==> config.mk <==
export PLATFORM = sky130hd
export DESIGN_NAME = bwe_regs
export DESIGN_NICKNAME = d
export VERILOG_FILES = /design/src/shared/bwe_pkg.sv /design/src/bwe_sync2.sv /design/src/bwe_regs.sv
export SDC_FILE = /design/constraint.sdc
export NUM_CORES = 1
export LEC_CHECK = 0
export BUFFER_PORTS_ARGS = -buffer_cell sky130_fd_sc_hd__buf_2
export CAP_MARGIN = 20
export CORE_ASPECT_RATIO = 0.6
export CORE_MARGIN = 4
export CORE_UTILIZATION = 42
export CTS_CLUSTER_DIAMETER = 200
export CTS_CLUSTER_SIZE = 40
export DETAILED_ROUTE_END_ITERATION = 12
export PLACE_DENSITY_LB_ADDON = 0.12
export REMOVE_ABC_BUFFERS = 1
export SLEW_MARGIN = 20
export SYNTH_ARGS = -nofsm -noshare
export SYNTH_HDL_FRONTEND = slang
export SYNTH_SLANG_ARGS = --single-unit
==> constraint.sdc <==
create_clock -name ref_clk_in -period 2.61 [get_ports ref_clk_in]
set_input_delay 0.522 -clock ref_clk_in [delete_from_list [all_inputs] [get_ports ref_clk_in]]
set_output_delay 0.522 -clock ref_clk_in [all_outputs]
set_load 0.005 [all_outputs]
==> src/shared/bwe_pkg.sv <==
package bwe_pkg;

    // serial command opcodes
    localparam logic [7:0] OP_GENERIC_RD = 8'h65;
    localparam logic [7:0] OP_GENERIC_WR = 8'h71;
    localparam logic [7:0] OP_SET_BURST = 8'hC0;
    localparam logic [7:0] OP_ECC_RD_A = 8'h18;
    localparam logic [7:0] OP_ECC_RD_B = 8'h19;

    // register addresses seen by the generic read and write commands
    localparam logic [23:0] ADDR_BOOT_CFG = 24'h000005;
    localparam logic [23:0] ADDR_LIVE_CFG = 24'h800005;

    // frame field lengths, expressed as last bit index of the counter
    localparam logic [4:0] CNT_BYTE_LAST = 5'h07;
    localparam logic [4:0] CNT_ADDR_LAST = 5'h17;
    localparam logic [4:0] CNT_ZERO = 5'h00;
    localparam logic [4:0] CNT_ONE = 5'h01;

    // positions of the pins inside the synchroniser bundle
    localparam int PIN_SCK = 2;
    localparam int PIN_CS_N = 1;
    localparam int PIN_SI = 0;
    localparam int PIN_COUNT = 3;

    // layout shared by the boot and live configuration registers
    typedef struct packed {
        logic [2:0] drive_strength;
        logic wrap_disable;
        logic [1:0] reserved;
        logic [1:0] wrap_length;
    } bwe_cfg_t;

    // factory value: drive code 000, sequential reads, 8-byte length
    localparam bwe_cfg_t CFG_FACTORY = '{
        drive_strength: 3'h0,
        wrap_disable: 1'h1,
        reserved: 2'h0,
        wrap_length: 2'h0
    };

    // flags reported by the correction engine for one unit
    typedef struct packed {
        logic check_code_error_flag;
        logic unit_data_error_flag;
        logic correction_off_flag;
    } bwe_ecc_flags_t;

    // correction unit status byte
    typedef struct packed {
        logic [4:0] reserved;
        bwe_ecc_flags_t flags;
    } bwe_ecc_t;

    localparam bwe_ecc_t ECC_RESET = 8'h00;
    localparam logic [4:0] ECC_RSVD_FILL = 5'h00;
    localparam logic [6:0] WRAP_BASE_BYTES = 7'h08;
    localparam logic [7:0] RD_UNMAPPED = 8'h00;

    // serial frame phases, gray coded along cmd-addr-data-done
    typedef enum logic [2:0] {
        ST_CMD = 3'h0,
        ST_ADDR = 3'h1,
        ST_DIN = 3'h3,
        ST_DOUT = 3'h5,
        ST_DONE = 3'h7
    } bwe_state_t;

endpackage

==> src/bwe_sync2.sv <==
`timescale 1ns/100ps
// two-stage synchroniser for a bundle of asynchronous levels
module bwe_sync2 #(
    parameter int WIDTH = 1
) (
    input wire logic ref_clk_in,
    input wire logic arst_n_in,
    input wire logic [WIDTH-1:0] async_in,
    output logic [WIDTH-1:0] sync_out
);
    logic [WIDTH-1:0] stage1_reg;
    logic [WIDTH-1:0] stage2_reg;

    // first stage feeds only the second stage
    always_ff @(posedge ref_clk_in or negedge arst_n_in) begin
        if (!arst_n_in) begin
            stage1_reg <= '0;
            stage2_reg <= '0;
        end else begin
            stage1_reg <= async_in;
            stage2_reg <= stage1_reg;
        end
    end

    assign sync_out = stage2_reg;
endmodule

==> src/bwe_regs.sv <==
`timescale 1ns/100ps
module bwe_regs
    import bwe_pkg::*;
(
    input wire logic ref_clk_in,
    input wire logic arst_n_in,
    input wire logic por_n_in,
    input wire logic soft_reset_in,
    input wire logic sck_in,
    input wire logic cs_n_in,
    input wire logic si_in,
    output logic so_out,
    output logic so_oe_out,
    input wire logic quad_read_in,
    input wire bwe_ecc_flags_t ecc_flags_in,
    output logic [23:0] ecc_unit_addr_out,
    output logic ecc_req_out,
    output logic [2:0] live_drive_strength_out,
    output logic [1:0] live_wrap_length_out,
    output logic [6:0] wrap_bytes_out,
    output logic wrap_active_out,
    output logic [7:0] correction_unit_status_out
);
    logic [PIN_COUNT-1:0] pins_raw;
    logic [PIN_COUNT-1:0] pins_sync;
    logic sck_s;
    logic cs_n_s;
    logic si_s;
    logic sck_prev_reg;
    logic sck_rise;
    logic sck_fall;
    bwe_state_t state_reg;
    bwe_state_t state_next;
    logic [4:0] cnt_reg;
    logic cnt_last;
    logic [23:0] shift_reg;
    logic [23:0] shift_next;
    logic [7:0] op_reg;
    logic [23:0] addr_reg;
    logic [7:0] out_sr_reg;
    logic so_reg;
    logic so_oe_reg;
    logic op_has_addr;
    logic op_is_ecc;
    logic op_is_write;
    logic cmd_done;
    logic addr_done;
    logic din_done;
    logic wr_live;
    logic wr_boot;
    logic [7:0] reg_rd_byte;
    logic load_pending_reg;
    bwe_cfg_t boot_wrap_drive_config_reg;
    bwe_cfg_t live_wrap_drive_config_reg;
    bwe_cfg_t din_cfg;
    bwe_ecc_t correction_unit_status_reg;
    bwe_ecc_t ecc_next;
    logic ecc_req_reg;
    logic [23:0] ecc_unit_addr_reg;

    // select crosses inverted, so a synchroniser in reset reads deselected
    assign pins_raw = {sck_in, ~cs_n_in, si_in};

    bwe_sync2 #(
        .WIDTH(PIN_COUNT)
    ) u_pin_sync (
        .ref_clk_in(ref_clk_in),
        .arst_n_in(arst_n_in),
        .async_in(pins_raw),
        .sync_out(pins_sync)
    );

    assign sck_s = pins_sync[PIN_SCK];
    assign cs_n_s = ~pins_sync[PIN_CS_N];
    assign si_s = pins_sync[PIN_SI];

    // serial clock edges, found on the synchronised copy
    always_ff @(posedge ref_clk_in or negedge arst_n_in) begin
        if (!arst_n_in) begin
            sck_prev_reg <= 1'h0;
        end else begin
            sck_prev_reg <= sck_s;
        end
    end

    assign sck_rise = sck_s & ~sck_prev_reg & ~cs_n_s;
    assign sck_fall = ~sck_s & sck_prev_reg & ~cs_n_s;

    // frame decode
    assign shift_next = {shift_reg[22:0], si_s};
    assign cnt_last = (state_reg == ST_ADDR) ? (cnt_reg == CNT_ADDR_LAST)
                                             : (cnt_reg == CNT_BYTE_LAST);
    assign op_is_ecc = (op_reg == OP_ECC_RD_A) || (op_reg == OP_ECC_RD_B);
    assign op_is_write = (op_reg == OP_GENERIC_WR);
    assign op_has_addr = (shift_next[7:0] == OP_GENERIC_RD)
        || (shift_next[7:0] == OP_GENERIC_WR)
        || (shift_next[7:0] == OP_ECC_RD_A)
        || (shift_next[7:0] == OP_ECC_RD_B);
    assign cmd_done = sck_rise && (state_reg == ST_CMD) && cnt_last;
    assign addr_done = sck_rise && (state_reg == ST_ADDR) && cnt_last;
    assign din_done = sck_rise && (state_reg == ST_DIN) && cnt_last;
    assign din_cfg = shift_next[7:0];

    assign wr_live = din_done && ((op_reg == OP_SET_BURST)
        || (op_is_write && (addr_reg == ADDR_LIVE_CFG)));
    assign wr_boot = din_done && op_is_write && (addr_reg == ADDR_BOOT_CFG);

    assign reg_rd_byte =
        (shift_next == ADDR_BOOT_CFG) ? boot_wrap_drive_config_reg :
        (shift_next == ADDR_LIVE_CFG) ? live_wrap_drive_config_reg :
        RD_UNMAPPED;

    // next phase of the serial frame; unknown opcodes idle until deselect
    always_comb begin
        state_next = state_reg;
        case (state_reg)
            ST_CMD: begin
                if (cmd_done) begin
                    if (op_has_addr) begin
                        state_next = ST_ADDR;
                    end else if (shift_next[7:0] == OP_SET_BURST) begin
                        state_next = ST_DIN;
                    end else begin
                        state_next = ST_DONE;
                    end
                end
            end
            ST_ADDR: begin
                if (addr_done) begin
                    state_next = op_is_write ? ST_DIN : ST_DOUT;
                end
            end
            ST_DIN: begin
                if (din_done) begin
                    state_next = ST_DONE;
                end
            end
            ST_DOUT: state_next = ST_DOUT;
            ST_DONE: state_next = ST_DONE;
            default: state_next = ST_CMD;
        endcase
    end

    // frame sequencing; deselect aborts any frame in flight
    always_ff @(posedge ref_clk_in or negedge arst_n_in) begin
        if (!arst_n_in) begin
            state_reg <= ST_CMD;
            cnt_reg <= CNT_ZERO;
        end else if (cs_n_s) begin
            state_reg <= ST_CMD;
            cnt_reg <= CNT_ZERO;
        end else if (sck_rise) begin
            state_reg <= state_next;
            cnt_reg <= cnt_last ? CNT_ZERO : 5'(cnt_reg + CNT_ONE);
        end
    end

    // input shifting, opcode and address capture on rising sck
    always_ff @(posedge ref_clk_in or negedge arst_n_in) begin
        if (!arst_n_in) begin
            shift_reg <= '0;
            op_reg <= 8'h00;
            addr_reg <= 24'h000000;
        end else if (sck_rise) begin
            shift_reg <= cnt_last ? 24'h000000 : shift_next;
            if (cmd_done) begin
                op_reg <= shift_next[7:0];
            end
            if (addr_done) begin
                addr_reg <= shift_next;
            end
        end
    end

    always_ff @(posedge ref_clk_in or negedge arst_n_in) begin
        if (!arst_n_in) begin
            ecc_req_reg <= 1'h0;
            ecc_unit_addr_reg <= 24'h000000;
        end else begin
            ecc_req_reg <= addr_done && op_is_ecc;
            if (addr_done && op_is_ecc) begin
                ecc_unit_addr_reg <= shift_next;
            end
        end
    end

    assign ecc_next = {ECC_RSVD_FILL, ecc_flags_in};

    always_ff @(posedge ref_clk_in or negedge arst_n_in) begin
        if (!arst_n_in) begin
            correction_unit_status_reg <= ECC_RESET;
        end else if (ecc_req_reg) begin
            correction_unit_status_reg <= ecc_next;
        end
    end

    // output byte: loaded at end of address, shifted msb first on falling
    // sck; it rotates so a long read repeats the same byte
    always_ff @(posedge ref_clk_in or negedge arst_n_in) begin
        if (!arst_n_in) begin
            out_sr_reg <= 8'h00;
            so_reg <= 1'h0;
            so_oe_reg <= 1'h0;
        end else if (cs_n_s) begin
            so_oe_reg <= 1'h0;
        end else if (addr_done && !op_is_write && !op_is_ecc) begin
            out_sr_reg <= reg_rd_byte;
        end else if (ecc_req_reg) begin
            out_sr_reg <= ecc_next;
        end else if (sck_fall && (state_reg == ST_DOUT)) begin
            so_reg <= out_sr_reg[7];
            so_oe_reg <= 1'h1;
            out_sr_reg <= {out_sr_reg[6:0], out_sr_reg[7]};
        end
    end

    // non-volatile copy, kept across hardware and software resets
    always_ff @(posedge ref_clk_in or negedge por_n_in) begin
        if (!por_n_in) begin
            boot_wrap_drive_config_reg <= CFG_FACTORY;
        end else if (wr_boot) begin
            boot_wrap_drive_config_reg <= din_cfg;
        end
    end

    // a pending load survives until one clock after reset or soft reset
    always_ff @(posedge ref_clk_in or negedge arst_n_in) begin
        if (!arst_n_in) begin
            load_pending_reg <= 1'h1;
        end else begin
            load_pending_reg <= soft_reset_in;
        end
    end

    // reset copy wins over a write landing in the same cycle
    always_ff @(posedge ref_clk_in or negedge arst_n_in) begin
        if (!arst_n_in) begin
            live_wrap_drive_config_reg <= CFG_FACTORY;
        end else if (load_pending_reg) begin
            live_wrap_drive_config_reg <= boot_wrap_drive_config_reg;
        end else if (wr_live) begin
            live_wrap_drive_config_reg <= din_cfg;
        end
    end

    assign live_drive_strength_out = live_wrap_drive_config_reg.drive_strength;
    assign live_wrap_length_out = live_wrap_drive_config_reg.wrap_length;
    assign wrap_bytes_out = WRAP_BASE_BYTES << live_wrap_length_out;
    assign wrap_active_out = quad_read_in
        && !live_wrap_drive_config_reg.wrap_disable;

    assign so_out = so_reg;
    assign so_oe_out = so_oe_reg;
    assign ecc_req_out = ecc_req_reg;
    assign ecc_unit_addr_out = ecc_unit_addr_reg;
    assign correction_unit_status_out = correction_unit_status_reg;
endmodule

-- Yosys cells after proc, flatten, opt, wreduce, memory -nomap -nowiden
Cells that the tools add are included.
- memories kept: 0
- word-level logic and storage cells: 119
- register bits: 125
- latch bits: 0
- bits in read-only memories: 0
- bits in writable memories: 0
- bitwise logic cells: 9
- equality and inequality tests: 26
- muxes and demuxes: 25
- $lt $le $gt $ge: 0
- div/mod/pow operators: 0
- add/sub/neg operators: 1
- reduce and logical (&&, ||, !) cells: 32
- shift operators: 1
- $mul: 0
- operators with widths (operator ; count):
    $mux 8 ; 7
    $eq 24x24->1 const B ; 2
    $eq 24x3->1 const B ; 2
    $eq 8x5->1 const B ; 4
    $eq 8x7->1 const B ; 3
    $mux 3 ; 8
    $mux 23 ; 1
    $eq 8x8->1 const B ; 2
    $logic_and 1x1->1 ; 15
    $mux 5 ; 3
    $pmux 3 s5 ; 1
    $ne 3x3->1 const B ; 3
    $ne 2x2->1 const B ; 4
    $reduce_and 4->1 ; 2
    $shl 4x2->7 const A ; 1
    $eq 3x3->1 const B ; 2
    $reduce_and 2->1 ; 3
    $add 5x1->5 const B ; 1
    $eq 5x3->1 const B ; 1
    $eq 5x5->1 const B ; 1
    $logic_or 1x1->1 ; 5
    $mux 1 ; 5
    $not 1->1 ; 5
    $and 1x1->1 ; 4
    7 further kinds ; 9

-- Longest topological paths before layout
- depth in word-level cells: 9
- gate-level depth with buffers: 8

-- Cells and area by module
From an unflattened synthesis, not the netlist that was laid out.
- cell total of the unflattened synthesis: 514
- area, all modules: 5863.1 um^2
- by module, submodules not included (module ; cells an instance ; area each (um^2) ; instances):
    bwe_regs ; 508 ; 5713.0 ; 1
    bwe_sync2 ; 6 ; 150.1 ; 1

-- Least setup slack after synthesis
No wires, ideal clock.
- path type: register to register
- start point: register cnt_reg[0]
- end point: register ecc_unit_addr_reg[10], in the netlist ecc_unit_addr_out[10]
- slack: 0.582 ns
- arrival: 1.904 ns
- cell stages (with the launch flop): 8
- clock period less this slack: 2.028 ns
- library setup time: 0.125 ns
- path through: dfrtp_1 -> ha_1 -> and3b_1 -> buf_4 -> nand4_1 -> nor2_1 -> buf_4 -> mux2_2
- word-level cells in the longest chain between the ends: 4
- RTL lines (item ; line ; text):
    start, declared ; bwe_regs.sv:34 ; logic [4:0] cnt_reg;
    start signal, assigned ; bwe_regs.sv:154 ; cnt_reg <= cnt_last ? CNT_ZERO : 5'(cnt_reg + CNT_ONE);
    $eq 5x3->1 / $eq 5x5->1 (equally long branches) ; bwe_regs.sv:92, bwe_regs.sv:91 ;
    $mux 1 * ; bwe_regs.sv:91 ; assign cnt_last = (state_reg == ST_ADDR) ? (cnt_reg == CNT_ADDR_LAST)
    $logic_and 1x1->1 * ; bwe_regs.sv:100 ; assign addr_done = sck_rise && (state_reg == ST_ADDR) && cnt_last;
    $logic_and 1x1->1 * ; bwe_regs.sv:181 ; if (addr_done && op_is_ecc) begin
    end signal, assigned ; bwe_regs.sv:182 ; ecc_unit_addr_reg <= shift_next;
    end, declared ; bwe_regs.sv:59 ; logic [23:0] ecc_unit_addr_reg;
Every way passes the cells marked *; elsewhere a longest branch is shown, timed or not.
A chain may end at the register's enable or synchronous reset.

-- Final worst setup path
- start point: register cnt_reg[0]
- end point: register boot_wrap_drive_config_reg[7] in the netlist's numbering
- word-level cells in the longest chain between the ends: 5
- RTL lines (item ; line ; text):
    $eq 5x3->1 / $eq 5x5->1 (equally long branches) ; bwe_regs.sv:92, bwe_regs.sv:91 ;
    $mux 1 * ; bwe_regs.sv:91 ;
    $logic_and 1x1->1 * ; bwe_regs.sv:101 ; assign din_done = sck_rise && (state_reg == ST_DIN) && cnt_last;
    $logic_and 1x1->1 * (2 in series) ; bwe_regs.sv:106 ; assign wr_boot = din_done && op_is_write && (addr_reg == ADDR_BOOT_CFG);
    end signal, assigned ; bwe_regs.sv:222 ; boot_wrap_drive_config_reg <= din_cfg;
    end, declared ; bwe_regs.sv:53 ; bwe_cfg_t boot_wrap_drive_config_reg;
Marked as above.

==> results.cfg <==
[sta]
fmax_mhz = 413.4
clock_skew_ns = 0.01824
worstMarginPinSlew_ns = 0.5823
final_hold_viol_count = 0
min_period_ns = 2.419
max-slew-margin-rel = 0.6063
setup_viol = 0
timing.final.crit_share = 0.9268
rsz0062_at_grt = false
slew_viol_final = 0

[setup_path]
critical_path_peak_fanout = 8
critPathLaunchType = register
crit_path_end_kind = register
crit_type = register to register
rr_worst_depth = 6
crit_start = cnt_reg[0]$_DFFE_PN0N_
r2r-start = cnt_reg[0]$_DFFE_PN0N_
worstPathRequired_ns = 2.90
arrival_ns = 2.71

[power]
p_per_area_nw_per_um2 = 736.3
p_total_uw = 4881
power_frac_comb = 0.088
seq_power_share = 0.443
intPower_uw = 3634
power_frac_clock = 0.469
vdd_drop_max_uv = 424.4
swShare = 0.2555
cellLeakagePower_uw = 0.003240
p_switching_uw = 1247

[floorplanning]
coreArea_sq_um = 13050
rows = 32
die_w_microns = 158.2
start_util = 0.4358
io_pins = 59
dieArea_sq_um = 15530
die_y_microns = 98.14

[layout]
nNetsFinal = 542
fillCellCount = 1183
finalNonFillerCells = 713
final_area_sq_um = 6629
n_antenna_cell = 0
syn2layout_area_growth_pct = 16.54
layout-drive-gt1-share = 0.3444
final_common_cell = dfrtp_1
layout_common_cells = dfrtp_1, mux2_2, nand2_1

[synth]
synth_area_per_cell_sq_um = 11.73
netlist_area_sq_um = 5688
ys_dominant_reg_cell = dfrtp_1
ys_seq_elements = 125
synthTopCellsByArea = dfrtp_1, mux2_2, nand2_1
ys_types = 54
yosysWarnings = 0
yosys.area.top_type = dfrtp_1
yosysTopAreaCellShare = 0.5367
synth_edf_count = 0
async_flop_share = 1.000
yosysSeqAreaShare = 0.5506
syn_inst = 485

[global_route]
grt_pass1_wl_mm = 21.07
overflow = 0
antenna_found_initial = 0
grt_use_total = 0.1737
grt_pass1_vias = 3919
grt_max_degree = 51

[place]
dpl.hpwl_mm = 8.761
io_buffers = 50
place_area_sq_um = 6051
placedCellCount = 680
place_congestion = 0.7866

[job]
maxCapViolations = 0

[clocking]
hold_buffers = 1
cts-buffers-inserted = 17
htreeDepth = 4
cts_setup_buffers = 0
clockRootBuffer = clkbuf_16
clk_latency_ns = 0.42
cts_sinks = 125
cts_tree = yes
cts_resized = 0
clk_pin_slew_ns = 0.06
clockBufferDepth = 2

[detailed_routing]
via_per_inst = 5.426
vias = 3869
drt_first_pass_iters = 4
wl_mm = 12.85
wl_per_cell_microns = 18.03
antenna_left = 0
drc = 0
dr.first_iter.drc_count = 321

[min_path]
worstHoldPathType = primary input to asynchronous set/reset pin

[status]
status = completed
[metrics by stage]
| stage | setup TNS (ns) | setup WS, ns | util | hold WS, ns |
|---|---|---|---|---|
| after detailed placement | 0 | 0.2056 | 0.4636 | 0.3355 |
| after global routing | 0 | 0.05455 | 0.5079 | 0.1337 |
| after global placement | 0 | 0.3244 | 0.4636 | 0.3381 |
| final | 0 | 0.1911 | 0.5079 | 0.07847 |
| after floorplan | -48.05 | -1.517 | - | 0.2264 |
| after CTS | 0 | 0.1894 | 0.5079 | 0.1192 |
[cells by family (layout without fill, tap and decap cells)]
family	Yosys count	after routing	share of synthesized area
other cells	1	8	0.0006593
xor+xnor	5	5	0.007699
fa+ha+maj	1	1	0.002199
buf+inv	56	107	0.05037
compound gates	67	67	0.07105
simple gates	133	133	0.1276
flops	125	125	0.5506
mux	97	97	0.1898
[layout make-up]
type	count	area, sq um	area share
clock inverters	11	117.6	0.01774
flip-flops and latches	125	3132	0.4724
clock buffers	21	450.4	0.06795
repair buffers	65	380.4	0.05738
well taps	170	212.7	0.03209
inverters	10	37.54	0.005663
multi-input cells	311	2298	0.3467
[final timing paths]
| check | slack (ns) | end |
|---|---|---|
| max in group asynchronous | 1.74 | shift_reg[11]$_DFFE_PN0N_ |
| max reg2reg | 0.19 | boot_wrap_drive_config_reg[7]$_DFFE_PN0P_ |
| max | 0.19 | boot_wrap_drive_config_reg[7]$_DFFE_PN0P_ |
| min | 0.08 | cnt_reg[2]$_DFFE_PN0N_ |
| min reg2reg | 0.35 | u_pin_sync.sync_out[1]$_DFF_PN0_ |
| min in group ref_clk_in | 0.20 | u_pin_sync.stage1_reg[2]$_DFF_PN0_ |
[metal layers]
| metal | share of wire | GRT usage | wire length (microns) |
|---|---|---|---|
| met4 | 0.0079 | 0.04653 | 102 |
| met5 | 0 | 0 | 0 |
| met3 | 0.059 | 0.05403 | 755 |
| met2 | 0.42 | 0.2332 | 5447 |
| met1 | 0.51 | 0.2695 | 6549 |
[critical path, cell delays in order, from the launching register on]
cell and delay, ns:
dfrtp_1 0.38, ha_1 0.22, and3b_1 0.35, nand2_4 0.09, nor4_1 0.39, and3_1 0.48
mux2_2 0.38
[power by group through the flow]
stage / Sequential [uW] / Combinational [uW] / Clock, uW
2_1_floorplan: 2150 / 247 / 0
3_3_place_gp: 2190 / 408 / 0
3_5_place_dp: 2190 / 421 / 0
4_1_cts: 2160 / 427 / 2330
5_1_grt: 2180 / 477 / 2420
6_report: 2160 / 429 / 2290
[cells in the mapped netlist (3+ instances only)]
library cell,number
dfrtp_1,122
mux2_2,83
nand2_1,64
a21oi_1,26
clkbuf_1,22
buf_4,17
o21ai_0,17
nor4_1,11
inv_1,10
mux2i_1,10
nor2b_1,10
nor4b_1,7
nor2_1,6
o31ai_1,6
nor3_1,5
buf_2,4
mux2_1,4
xnor2_1,4
a21o_1,3
and2_1,3
dfstp_2,3
nand3b_1,3
nand4_1,3
Note: power is estimated with default switching activity, not from simulation.
